### config.mk
export PLATFORM = sky130hd
export DESIGN_NAME = rmii_phy_link_control
export DESIGN_NICKNAME = d
export VERILOG_FILES = /design/src/logic/rmii_phy_link_control.v
export VERILOG_INCLUDE_DIRS = /design/src /design/src/logic
export SDC_FILE = /design/constraint.sdc
export NUM_CORES = 1
export LEC_CHECK = 0
export ABC_AREA = 1
export BUFFER_PORTS_ARGS = -buffer_cell sky130_fd_sc_hd__buf_2
export CAP_MARGIN = 20
export CORE_MARGIN = 4
export CORE_UTILIZATION = 50
export DETAILED_ROUTE_END_ITERATION = 12
export PLACE_DENSITY_LB_ADDON = 0.1
export SYNTH_ARGS = -nofsm -noshare
export SYNTH_HDL_FRONTEND = slang
export SYNTH_SLANG_ARGS = --single-unit
### constraint.sdc
create_clock -name clk -period 6.3 [get_ports clk]
set_clock_uncertainty 0.15 [all_clocks]
set_input_delay 0 -clock clk [delete_from_list [all_inputs] [get_ports clk]]
set_output_delay 0 -clock clk [all_outputs]
set_load 0.01 [all_outputs]
### src/logic/rmii_link_consts.vh
// Purpose: shared constants for the rmii link control block
// Assumes: 50 MHz system clock
// Notes: register offsets are byte addresses on a 32-bit avalon slave
`ifndef RMII_LINK_CONSTS_VH
`define RMII_LINK_CONSTS_VH
// register byte offsets (word aligned)
`define REG_CTRL 5'h0
`define REG_STATUS 5'h4
`define REG_IRQ 5'h8
`define REG_MASK 5'hc
`define REG_TXDATA 5'h10
`define REG_RXDATA 5'h14
`define REG_MDIO 5'h18
// ctrl fields
`define CTRL_ENABLE 0
`define CTRL_SPEED100 1
`define CTRL_DUPLEX 2
`define CTRL_REINIT 3
// status fields
`define ST_RMII 0
`define ST_FIXED 1
`define ST_WIRED 2
`define ST_SPEED100 3
`define ST_DUPLEX 4
`define ST_PHY_FOUND 5
`define ST_RESET_DONE 6
`define ST_TX_BUSY 7
`define ST_RX_VALID 8
// irq events
`define IRQ_LINK 0
`define IRQ_RX 1
`define IRQ_TX 2
`define IRQ_MDIO 3
`define IRQ_W 4
// timing
`define INIT_TIME_US 10
`define CLK_MHZ 50
`define INIT_CYCLES (`INIT_TIME_US * `CLK_MHZ)
`define RESET_TIME_US 10
`define RESET_CYCLES (`RESET_TIME_US * `CLK_MHZ)
`define SLOW_REPEAT 4'h9
`define MDC_HALF 5'h13
`define MDIO_BITS 6'h20
`endif

### src/logic/rmii_phy_link_control.v
// Purpose: rmii mac-side link control, transceiver reset/irq handling, mdio probe
// Assumes: 50 MHz clk; reference clock sampled as ordinary input
// Notes: byte-wide tx/rx through registers; mdio is a simple bit shifter
//
// Decided for this implementation: the Avalon-MM register port and the register addresses.
`timescale 1ns/10ps
`include "rmii_link_consts.vh"

module rmii_phy_link_control #(
    parameter INIT_CYCLES = `INIT_CYCLES,
    parameter RESET_CYCLES = `RESET_CYCLES
) (
    // system
    input wire clk,
    input wire resetn,
    // avalon-mm slave
    input wire [4:0] address,
    input wire read,
    input wire write,
    input wire [31:0] writedata,
    output reg [31:0] readdata,
    output reg waitrequest,
    output reg irq,
    // rmii data
    input wire ref_clk,
    input wire [1:0] rxd,
    input wire crs_dv,
    output reg tx_en,
    output reg [1:0] txd,
    // management
    input wire mdio_in,
    output reg mdio_out,
    output reg mdio_oe_n,
    output reg mdc,
    // straps and transceiver control
    input wire variant_select,
    input wire fixed_link_n,
    input wire transceiver_irq_n,
    output reg transceiver_reset_n
);

localparam S_INIT = 3'h0;
localparam S_RESET = 3'h1;
localparam S_PROBE = 3'h2;
localparam S_RUN = 3'h3;
localparam S_OFF = 3'h4;

reg rst_a;
reg rst_s;
reg [1:0] ref_sync;
reg [1:0] rxd_s0, rxd_s1;
reg [1:0] crs_s;
reg [1:0] mdin_s;
reg [1:0] var_s;
reg [1:0] fix_s;
reg [1:0] irqn_s;
reg ref_prev;
reg irqn_prev;
reg [2:0] state;
reg [15:0] count;
reg rmii_mode;
reg fixed_mode;
reg phy_found;
reg wired;
reg speed100;
reg duplex;
reg [3:0] ctrl;
reg [`IRQ_W-1:0] irq_stat;
reg [`IRQ_W-1:0] irq_mask;
reg [7:0] tx_byte;
reg [2:0] tx_pairs;
reg tx_busy;
reg [3:0] tx_rep;
reg [7:0] rx_shift;
reg [1:0] rx_pairs;
reg [3:0] rx_rep;
reg [7:0] rx_byte;
reg rx_valid;
reg [31:0] md_shift;
reg [31:0] md_capture;
reg [5:0] md_bits;
reg [4:0] md_div;
reg md_busy;
reg md_done;
reg md_start;
reg ack;

wire ref_rise = ref_sync[1] & ~ref_prev;
wire link_evt = irqn_prev & ~irqn_s[1];
wire access = (read | write) & waitrequest & ~ack;
// register side effects land where the master sees waitrequest low
wire sel_write = write & ~waitrequest;
wire sel_read = read & ~waitrequest;
wire slow_ok = speed100 | (rx_rep == 4'h0);
wire [`IRQ_W-1:0] evt = {md_done, (tx_busy & ref_rise & tx_pairs == 3'h0 & tx_rep == 4'h0),
    (rx_pairs == 2'h3 & ref_rise & crs_s[1] & slow_ok & wired), link_evt};

function is_reg;
    input [4:0] a;
    input [4:0] off;
    begin
        is_reg = (a == off);
    end
endfunction

function [31:0] reg_value;
    input [4:0] a;
    begin
        if (is_reg(a, `REG_CTRL)) begin
            reg_value = {28'h0, ctrl};
        end else if (is_reg(a, `REG_STATUS)) begin
            reg_value = {23'h0, rx_valid, tx_busy, transceiver_reset_n, phy_found,
                duplex, speed100, wired, fixed_mode, rmii_mode};
        end else if (is_reg(a, `REG_IRQ)) begin
            reg_value = {28'h0, irq_stat};
        end else if (is_reg(a, `REG_MASK)) begin
            reg_value = {28'h0, irq_mask};
        end else if (is_reg(a, `REG_RXDATA)) begin
            reg_value = {24'h0, rx_byte};
        end else if (is_reg(a, `REG_MDIO)) begin
            reg_value = md_capture;
        end else begin
            reg_value = 32'h0;
        end
    end
endfunction

// reset release synchroniser
always @(posedge clk or negedge resetn) begin
    if (!resetn) begin
        rst_a <= 1'b0;
        rst_s <= 1'b0;
    end else begin
        rst_a <= 1'b1;
        rst_s <= rst_a;
    end
end

// pin synchronisers; ref clock is sampled, not used as a clock
always @(posedge clk or negedge rst_s) begin
    if (!rst_s) begin
        ref_sync <= 2'h0;
        rxd_s0 <= 2'h0;
        rxd_s1 <= 2'h0;
        crs_s <= 2'h0;
        mdin_s <= 2'h3;
        var_s <= 2'h3;
        fix_s <= 2'h3;
        irqn_s <= 2'h3;
        ref_prev <= 1'b0;
        irqn_prev <= 1'b1;
    end else begin
        ref_sync <= {ref_sync[0], ref_clk};
        rxd_s0 <= rxd;
        rxd_s1 <= rxd_s0;
        crs_s <= {crs_s[0], crs_dv};
        mdin_s <= {mdin_s[0], mdio_in};
        var_s <= {var_s[0], variant_select};
        fix_s <= {fix_s[0], fixed_link_n};
        irqn_s <= {irqn_s[0], transceiver_irq_n};
        ref_prev <= ref_sync[1];
        irqn_prev <= irqn_s[1];
    end
end

// bring-up sequence: init, transceiver reset, probe, run
always @(posedge clk or negedge rst_s) begin
    if (!rst_s) begin
        state <= S_INIT;
        count <= 16'h0;
        transceiver_reset_n <= 1'b0;
        rmii_mode <= 1'b0;
        fixed_mode <= 1'b0;
        phy_found <= 1'b0;
        wired <= 1'b0;
        speed100 <= 1'b0;
        duplex <= 1'b0;
        md_start <= 1'b0;
    end else begin
        md_start <= 1'b0;
        case (state)
            S_INIT: begin
                count <= count + 16'h1;
                if (count == INIT_CYCLES[15:0]) begin
                    // straps caught after reset release, not at reset
                    rmii_mode <= ~var_s[1];
                    fixed_mode <= ~fix_s[1];
                    count <= 16'h0;
                    state <= S_RESET;
                end
            end
            S_RESET: begin
                transceiver_reset_n <= 1'b0;
                count <= count + 16'h1;
                if (count == RESET_CYCLES[15:0]) begin
                    transceiver_reset_n <= 1'b1;
                    count <= 16'h0;
                    if (fixed_mode) begin
                        speed100 <= 1'b1;
                        duplex <= 1'b1;
                        wired <= 1'b1;
                        state <= S_RUN;
                    end else begin
                        md_start <= 1'b1;
                        state <= S_PROBE;
                    end
                end
            end
            S_PROBE: begin
                if (md_done) begin
                    // an open line reads all ones: no transceiver
                    phy_found <= (md_capture[15:0] != 16'hffff);
                    wired <= (md_capture[15:0] != 16'hffff);
                    speed100 <= md_capture[`ST_SPEED100 - 3];
                    duplex <= md_capture[`ST_DUPLEX - 3];
                    state <= (md_capture[15:0] != 16'hffff) ? S_RUN : S_OFF;
                end
            end
            S_RUN: begin
                if (fixed_mode) begin
                    speed100 <= 1'b1;
                    duplex <= 1'b1;
                end else if (ctrl[`CTRL_ENABLE]) begin
                    speed100 <= ctrl[`CTRL_SPEED100];
                    duplex <= ctrl[`CTRL_DUPLEX];
                end
                if ((link_evt & ~fixed_mode) | ctrl[`CTRL_REINIT]) begin
                    wired <= 1'b0;
                    count <= 16'h0;
                    state <= S_RESET;
                end
            end
            default: begin
                wired <= 1'b0;
            end
        endcase
    end
end

// management shifter: frame in md_shift, mdc derived from clk
always @(posedge clk or negedge rst_s) begin
    if (!rst_s) begin
        md_shift <= 32'h0;
        md_capture <= 32'h0;
        md_bits <= 6'h0;
        md_div <= 5'h0;
        md_busy <= 1'b0;
        md_done <= 1'b0;
        mdc <= 1'b0;
        mdio_out <= 1'b1;
        mdio_oe_n <= 1'b1;
    end else begin
        md_done <= 1'b0;
        if (fixed_mode) begin
            mdc <= 1'b0;
            mdio_oe_n <= 1'b1;
            md_busy <= 1'b0;
        end else if (!md_busy) begin
            mdio_oe_n <= 1'b1;
            if (md_start | (sel_write & is_reg(address, `REG_MDIO))) begin
                md_shift <= md_start ? 32'h6002ffff : writedata;
                md_bits <= `MDIO_BITS;
                md_div <= 5'h0;
                md_busy <= 1'b1;
            end
        end else begin
            md_div <= md_div + 5'h1;
            if (md_div == `MDC_HALF) begin
                md_div <= 5'h0;
                mdc <= ~mdc;
                if (!mdc) begin
                    md_capture <= {md_capture[30:0], mdin_s[1]};
                end else begin
                    // low half drives, upper 16 bits only; rest turns over to the phy
                    mdio_out <= md_shift[31];
                    mdio_oe_n <= ~(md_bits > 6'h10);
                    md_shift <= {md_shift[30:0], 1'b1};
                    md_bits <= md_bits - 6'h1;
                    if (md_bits == 6'h0) begin
                        md_busy <= 1'b0;
                        md_done <= 1'b1;
                        mdio_oe_n <= 1'b1;
                    end
                end
            end
        end
    end
end

// rmii transmit and receive on ref clock rising edges
always @(posedge clk or negedge rst_s) begin
    if (!rst_s) begin
        tx_en <= 1'b0;
        txd <= 2'h0;
        tx_byte <= 8'h0;
        tx_pairs <= 3'h0;
        tx_rep <= 4'h0;
        tx_busy <= 1'b0;
        rx_shift <= 8'h0;
        rx_pairs <= 2'h0;
        rx_rep <= 4'h0;
        rx_byte <= 8'h0;
        rx_valid <= 1'b0;
    end else begin
        if (sel_write & is_reg(address, `REG_TXDATA) & ~tx_busy & wired) begin
            tx_byte <= writedata[7:0];
            tx_pairs <= 3'h4;
            tx_rep <= 4'h0;
            tx_busy <= 1'b1;
        end else if (ref_rise & tx_busy) begin
            if (tx_rep != 4'h0) begin
                tx_rep <= tx_rep - 4'h1;
            end else if (tx_pairs == 3'h0) begin
                tx_busy <= 1'b0;
                tx_en <= 1'b0;
            end else begin
                tx_en <= 1'b1;
                txd <= tx_byte[1:0];
                tx_byte <= {2'h0, tx_byte[7:2]};
                tx_pairs <= tx_pairs - 3'h1;
                tx_rep <= speed100 ? 4'h0 : `SLOW_REPEAT;
            end
        end
        // read clear first so a byte landing in the same cycle is kept
        if (sel_read & is_reg(address, `REG_RXDATA)) begin
            rx_valid <= 1'b0;
        end
        if (ref_rise & wired) begin
            if (!crs_s[1]) begin
                rx_pairs <= 2'h0;
                rx_rep <= 4'h0;
            end else if (slow_ok) begin
                rx_rep <= speed100 ? 4'h0 : `SLOW_REPEAT;
                rx_shift <= {rxd_s1, rx_shift[7:2]};
                rx_pairs <= rx_pairs + 2'h1;
                if (rx_pairs == 2'h3) begin
                    rx_byte <= {rxd_s1, rx_shift[7:2]};
                    rx_valid <= 1'b1;
                end
            end else begin
                rx_rep <= rx_rep - 4'h1;
            end
        end
    end
end

// avalon slave: one wait state, then answer
always @(posedge clk or negedge rst_s) begin
    if (!rst_s) begin
        waitrequest <= 1'b1;
        ack <= 1'b0;
        readdata <= 32'h0;
        ctrl <= 4'h0;
        irq_stat <= {`IRQ_W{1'b0}};
        irq_mask <= {`IRQ_W{1'b0}};
        irq <= 1'b0;
    end else begin
        ack <= access;
        waitrequest <= ~access;
        ctrl[`CTRL_REINIT] <= 1'b0;
        if (access & read) begin
            readdata <= reg_value(address);
        end
        if (sel_write & is_reg(address, `REG_CTRL)) begin
            ctrl <= writedata[3:0];
        end
        if (sel_write & is_reg(address, `REG_MASK)) begin
            irq_mask <= writedata[`IRQ_W-1:0];
        end
        // a new event wins over a write-one clear in the same cycle
        if (sel_write & is_reg(address, `REG_IRQ)) begin
            irq_stat <= (irq_stat & ~writedata[`IRQ_W-1:0]) | evt;
        end else begin
            irq_stat <= irq_stat | evt;
        end
        irq <= |(irq_stat & irq_mask);
    end
end

endmodule // rmii_phy_link_control

==> impl_metrics.tcl, run 1 <==
set metrics [dict create \
    maximum_clock_insertion_buffer_count 3 \
    outcome "complete, no violations" \
    core-area_um2 18830 \
    dominant_register_cell_in_the_synthesized_netlist "dfrtp_1" \
    crit-reg2reg-capture "md_bits[4]$_DFFE_PN0P_" \
    layout_min_cycle_time_ns 2.813 \
    asyncSetResetFlopFracSynth 1.000 \
    tightest_slew_ns 0.9277 \
    route.detailed.wl_per_inst_um 13.57 \
    tritoncts "done" \
    grt_overflow_total 0 \
    multi_input_area_um2 3662 \
    arrival_ns 3.10 \
    synth.avg_cell_area_um2 8.548 \
    place.port_buffers 89 \
    number_of_flops_mapped_to_enable_cells_by_yosys 0 \
    synth_fp_nets 1186 \
    synth-seq-area-share 0.5579 \
    io_pins 90 \
    clk_pin_slew_ns 0.06 \
    fraction_of_final_layout_cells_sized_beyond_drive_strength_1 0.1337 \
    design.final.nets 1328 \
    floorplan.initialDensity 0.5112 \
    cellPowerDensity_nw_per_um2 330.9 \
    setup-violations-final 0 \
    type_of_the_worst_setup_path "input pin to flop" \
    startpoint "address[0]" \
    synth.lib_cells_used.distinct 36 \
    cp_required_ns 6.59 \
    end_kind "flop" \
    rows 50 \
    tritoncts.num_buffers 24 \
    groute.usage.overall 0.1981 \
    grt_start_max_net_pins 168 \
    master_cell_of_the_clock_root_buffer "clkbuf_16" \
    drt-vias-per-instance 5.026 \
    clock_insertion_delay_worst_skew_ns 0.52 \
    final-max-slew-violation-count 0 \
    area_growth_pct 21.16 \
    clock_tree.htree_level_count 1 \
    maxCapViolCount 0 \
    power.leakage_uw 0.005662 \
    synthesis.instances 1126 \
    crit_fanout 13 \
    min_period_over_period 0.4464 \
    final-seq-area_um2 5374 \
    drt_pre_antenna_iters 5 \
    grt_setup_unrepaired "false" \
    antenna-diode-count 0 \
    ys_warn_count 0 \
    r2r-start "md_busy$_DFF_PN0_" \
    worst_ir_drop_vdd_uv 226.2 \
    hold_slack_ns 0.03626 \
    min-delay-start "address[1]" \
    die_width_um 146.7 \
    drcViolationCount 0 \
    post_cts.repair.setup_buffers 0 \
    setup.worst_path.end "readdata[4]$_DFFE_PN0P_" \
    postRouteAntennaNets 0 \
    globalplace.congestion 0.8957 \
    die_h_um 146.7 \
    r2r_slack_ns 3.73 \
    fillers 1618 \
    clkSinkCount 214 \
    grt_pass1_wl_um 36230 \
    drt-initial-drc-count 486 \
    worst_r2r_path_depth 7 \
    setup_tns_ns 0 \
    route.vias.total 7770 \
    synth.cell_area_um2 9625 \
    worstHoldPathType "input pin to flop" \
    grt_antenna_before_repair 0 \
    maxSlewHeadroom 0.3815 \
    timing.critical_path.from_type "input pin" \
    detail_route.wirelength_um 20970 \
    ys_seq_elements 214 \
    first_global_vias 7514 \
    die_area_um2 21530 \
    hpwl_um 13760 \
    report.final.hold_viol_count 0 \
    fmax_ghz 0.3556 \
]
## logic make-up after synthesis
family / synth area share
compound gates: 0.1236
xor+xnor: 0.009099
fa+ha+maj: 0.01430
buf+inv: 0.06187
flops: 0.5579
mux: 0.002340
other cells: 0.0003896
simple gates: 0.2305
## synthesized netlist by cell type, types with 2 or more instances
| master | number | area, um2 |
|---|---|---|
| xor2_1 | 10 | 87.58 |
| inv_2 | 6 | 22.52 |
| nand2_1 | 341 | 1280 |
| nor3_1 | 6 | 30.03 |
| nor2_4 | 3 | 33.78 |
| nand2_2 | 3 | 18.77 |
| or2_2 | 2 | 12.51 |
| mux2_2 | 2 | 22.52 |
| nor2_1 | 82 | 307.8 |
| clkbuf_1 | 20 | 75.07 |
| dfrtp_1 | 202 | 5055 |
| buf_1 | 2 | 7.510 |
| buf_4 | 4 | 30.03 |
| o21ai_2 | 2 | 17.52 |
| buf_2 | 11 | 55.05 |
| o21ai_1 | 52 | 260.3 |
| o21ai_0 | 64 | 320.3 |
| a21oi_1 | 16 | 80.08 |
| o211ai_1 | 12 | 90.09 |
| inv_1 | 107 | 401.6 |
| nand3_1 | 59 | 295.3 |
| dfstp_2 | 12 | 315.3 |
| o22ai_1 | 23 | 143.9 |
| ha_1 | 11 | 137.6 |
| o21a_1 | 2 | 15.01 |
| o31ai_1 | 21 | 157.7 |
| a22oi_1 | 13 | 97.59 |
| nor2_2 | 6 | 37.54 |
| nand4_1 | 25 | 156.4 |
## layout by cell type, fill, tap and decap left out, types with 5 or more instances in the layout
cell           instances
a22oi_1               13
a21oi_1               16
nor2_2                 6
o22ai_1               23
o211ai_1              12
xor2_1                10
o31ai_1               21
nand4_1               25
clkinv_2               6
nor3_1                 6
o21ai_0               64
nor2_1                82
nand2_1              340
o21ai_1               52
dfrtp_1              201
nand3_1               59
dlygate4sd3_1         61
clkbuf_16             25
dfstp_2               12
inv_2                  6
ha_1                  11
inv_1                107
clkbuf_1               5
buf_2                 89
## worst max-delay path, stage by stage
cell and delay (ns):
dlygate4sd3_1 0.53, buf_2 0.12, nor2_2 0.45, dlygate4sd3_1 0.69
nand2_1 0.09, dlygate4sd3_1 0.59, nor2_1 0.24, nand2_1 0.12
o211ai_1 0.12, nand2_1 0.09, nand2_1 0.07
## worst min-delay path by stage
stage | to | slack, ns | depth (start not counted)
after detailed placement | rst_s$_DFF_PN0_ | -0.35 | 1
final | readdata[1]$_DFFE_PN0P_ | 0.04 | 8
after floorplan | rst_a$_DFF_PN0_ | -0.45 | 0
after CTS | ctrl[3]$_DFF_PN0_ | 0.02 | 6
after global placement | rst_a$_DFF_PN0_ | -0.35 | 1
after global routing | readdata[15]$_DFFE_PN0P_ | 0.08 | 4
## flip-flops by register name (all words and copies together), names as in the netlist, 3 cells and up
register	count
irq_stat	4
irq_mask	4
state	3
tx_pairs	3
rx_rep	4
md_div	5
md_capture	32
tx_rep	4
rx_shift	6
readdata	32
md_shift	32
count	16
rx_byte	8
tx_byte	8
ctrl	4
md_bits	6
## layer usage
metal | GRT usage | up-vias | part of all wire
li1 | - | 3973 | -
met1 | 0.2824 | 3625 | 0.47
met2 | 0.3229 | 141 | 0.47
met3 | 0.02807 | 31 | 0.039
met4 | 0.05033 | 0 | 0.021
met5 | 0 | - | 0
## power breakdown
part / switching (uW) / internal, uW / total (uW)
combinational: 446 / 285 / 731
clock: 542 / 814 / 1360
sequential: 161 / 1610 / 1770
total: 1150 / 2710 / 3860
## per-stage QoR
stage               cells  total power (uW)  instance area (um2)    util  setup WS, ns
CTS                  1546              3900                11660  0.6193         3.523
detailed placement   1441              2498                10270  0.5454         3.749
finish               1546              3860                11660  0.6193         3.487
floorplan            1126              2312                 9627       -         2.640
global placement     1441              2474                10270  0.5454         3.808
global route         1546              4096                11660  0.6193         3.295
## timing repair
item	in CTS	in global routing
hold endpoints to repair	96	0
hold buffers	61	0
gates resized for setup	0	0
## cell type report
| cell class | count | share of cell area |
|---|---|---|
| clock buffer | 34 | 0.05997 |
| clock inverter | 10 | 0.007081 |
| inverter | 114 | 0.03669 |
| multi-input combinational | 761 | 0.3140 |
| sequential | 214 | 0.4608 |
| tap | 260 | 0.02789 |
| timing repair buffer | 153 | 0.09355 |
Power figures use the tool's default switching activity.
==> run 2: changes to the inputs <==
--- a/config.mk
+++ b/config.mk
@@ -6,7 +6,7 @@
 export SDC_FILE = /design/constraint.sdc
 export NUM_CORES = 1
 export LEC_CHECK = 0
-export ABC_AREA = 1
+export ABC_AREA = 0
 export BUFFER_PORTS_ARGS = -buffer_cell sky130_fd_sc_hd__buf_2
 export CAP_MARGIN = 20
 export CORE_MARGIN = 4
==> constraint.sdc (replaced) <==
create_clock -name clk -period 2.9 [get_ports clk]
set_clock_uncertainty 0.15 [all_clocks]
set_input_delay 0 -clock clk [delete_from_list [all_inputs] [get_ports clk]]
set_output_delay 0 -clock clk [all_outputs]
set_load 0.01 [all_outputs]
==> impl_metrics.tcl, run 2 <==
set metrics [dict create \
    outcome "complete, no violations" \
    timing.critical_path.from_type "flop" \
    area_growth_pct 24.09 \
    place.port_buffers 89 \
    drt-initial-drc-count 400 \
    most_area_hungry_cell_type_in_the_yosys_netlist "dfrtp_1" \
    die_area_um2 20940 \
    number_of_flops_mapped_to_enable_cells_by_yosys 0 \
    met3WireLength_um 891 \
    drt_pre_antenna_iters 4 \
    route.detailed.wl_per_inst_um 16.17 \
    mostFrequentLayoutCell "dfrtp_1" \
    asyncSetResetFlopFracSynth 1.000 \
    rows 49 \
    design.final.nets 1084 \
    clock_tree.htree_level_count 1 \
    tritoncts "done" \
    floorplan.initialDensity 0.5148 \
    min_period_over_period 0.9349 \
    synthesis.instances 867 \
    final-max-slew-violation-count 0 \
    most-common-layout-cells "dfrtp_1 (201), nand2_1 (148), buf_2 (89)" \
    met1Wirelength_um 9837 \
    die_h_um 144.7 \
    globalplace.congestion 0.8224 \
    grt_setup_unrepaired "false" \
    detail_route.wirelength_um 20520 \
    netlist.area_leader.share 0.5410 \
    top_layer_used "met4" \
    maxSlewHeadroom 0.3912 \
    layout_top_registers "md_capture (32), md_shift (32), readdata (32)" \
    netlist_top_cells_count "dfrtp_1 (202), nand2_1 (148), o21ai_0 (81)" \
    route.vias.total 6915 \
    master_cell_of_the_clock_root_buffer "clkbuf_16" \
    first_global_vias 6797 \
    report.final.hold_viol_count 0 \
    type_of_the_worst_setup_path "flop to flop" \
    drt-vias-per-instance 5.449 \
    setup-violations-final 0 \
    clock_insertion_delay_worst_skew_ns 0.51 \
    cellPowerDensity_nw_per_um2 589.5 \
    die_width_um 144.7 \
    ys_warn_count 0 \
    synth-seq-area-share 0.5748 \
    worstHoldPathType "input pin to flop" \
    synth_fp_nets 927 \
    worst_ir_drop_vdd_uv 425.7 \
    synth.most_common_cell "dfrtp_1" \
    setup_tns_ns 0 \
    tritoncts.num_buffers 23 \
    end_kind "flop" \
    arrival_ns 2.96 \
    groute.usage.overall 0.2014 \
    hpwl_um 13710 \
    synth.lib_cells_used.distinct 72 \
    grt_antenna_before_repair 0 \
    grt_pass1_wl_um 34340 \
    clk_pin_slew_ns 0.06 \
    io_pins 90 \
    met2_routed_wirelength_um 9322 \
    synth.avg_cell_area_um2 10.78 \
    core-area_um2 18150 \
    final_core_util 0.6389 \
    tightest_slew_ns 0.9055 \
    fmax_ghz 0.3688 \
    ys_seq_elements 214 \
    layout_min_cycle_time_ns 2.711 \
    maximum_clock_insertion_buffer_count 3 \
    synth.cell_area_um2 9343 \
    grt_overflow_total 0 \
    post_layout_nonfiller_instances 1269 \
    postRouteAntennaNets 0 \
    cp_required_ns 3.15 \
    maxCapViolCount 0 \
    antenna-diode-count 0 \
    dominant_register_cell_in_the_synthesized_netlist "dfrtp_1" \
    fraction_of_final_layout_cells_sized_beyond_drive_strength_1 0.2279 \
    clkSinkCount 214 \
    grt_start_max_net_pins 67 \
    synth_top_cells_by_area "dfrtp_1 (54%), mux2_2 (7.0%), nand2_1 (5.9%)" \
    placed_cells_incl_taps 1166 \
    crit_fanout 5 \
    power.leakage_uw 0.005438 \
    drcViolationCount 0 \
]
==> run 2: cell families after synthesis <==
family,share of synthesized area
AND/OR/NAND/NOR,0.1449
other,0.0004014
buffers and inverters,0.03094
XOR/XNOR,0.01406
flip-flops,0.5748
AO/OA/AOI/OAI,0.1389
multiplexers,0.08129
adder cells (fa/ha/maj),0.01473
==> run 2: per-layer routing <==
layer | vias to the layer above | global-route usage
li1 | 3387 | -
met4 | 0 | 0.05253
met2 | 130 | 0.3019
met3 | 37 | 0.03385
met5 | - | 0
met1 | 3361 | 0.3070
==> run 2: where the power goes <==
| part | internal (uW) | total, uW | switching (uW) |
|---|---|---|---|
| logic | 202 | 454 | 252 |
| clock network | 2050 | 3230 | 1180 |
| registers | 3080 | 3150 | 73.6 |
| total | 5330 | 6830 | 1500 |
==> run 2: path summary, 6_finish.rpt <==
check | start | end | slack, ns | cells past startpoint
worst max-delay path | waitrequest$_DFF_PN1_ | irq_stat[3]$_DFF_PN0_ | 0.19 | 5
worst min-delay path | writedata[6] | tx_byte[6]$_DFFE_PN0P_ | 0.12 | 3
worst max register to register | waitrequest$_DFF_PN1_ | irq_stat[3]$_DFF_PN0_ | 0.19 | 5
worst min register to register | rst_s$_DFF_PN0_ | md_capture[17]$_DFFE_PN0P_ | 0.19 | 0
max in group asynchronous | rst_s$_DFF_PN0_ | mdio_oe_n$_DFFE_PN1P_ | 1.50 | 2
min in group asynchronous | resetn | rst_s$_DFF_PN0_ | 0.18 | 3
==> run 2: layout make-up <==
| class | count | area, um2 |
|---|---|---|
| fill | 1472 | 6554 |
| sequential | 214 | 5374 |
| multi-input combinational | 582 | 3684 |
| timing repair buffer | 172 | 1286 |
| clock buffer | 31 | 665.6 |
| tap | 229 | 286.5 |
| clock inverter | 10 | 181.4 |
| inverter | 31 | 116.4 |
==> run 2: through the flow <==
step	total power, uW	worst slack [ns]	hold slack (ns)	cell area, um2
finish	6834	0.1888	0.1235	11590
detailed placement	3595	0.5990	-0.3629	10130
global route	7108	0.04118	0.1291	11590
CTS	6913	0.1260	0.1023	11590
global placement	3592	0.6350	-0.3633	10130
floorplan	3415	0.5833	-0.4456	9346
==> run 2: what timing repair did <==
item,4_1_cts,5_1_grt
hold buffers,62,0
endpoints found under the hold margin,99,0
setup endpoints to repair,0,5
setup buffers,0,0
resized for setup,0,0
==> run 2: worst max-delay path, cell delays in order (launching register included) <==
cell and delay [ns]:
dfstp_2 0.38, or4b_4 0.53, dlygate4sd3_1 0.66, nor4_1 0.55, nand2_1 0.13, a21o_1 0.20
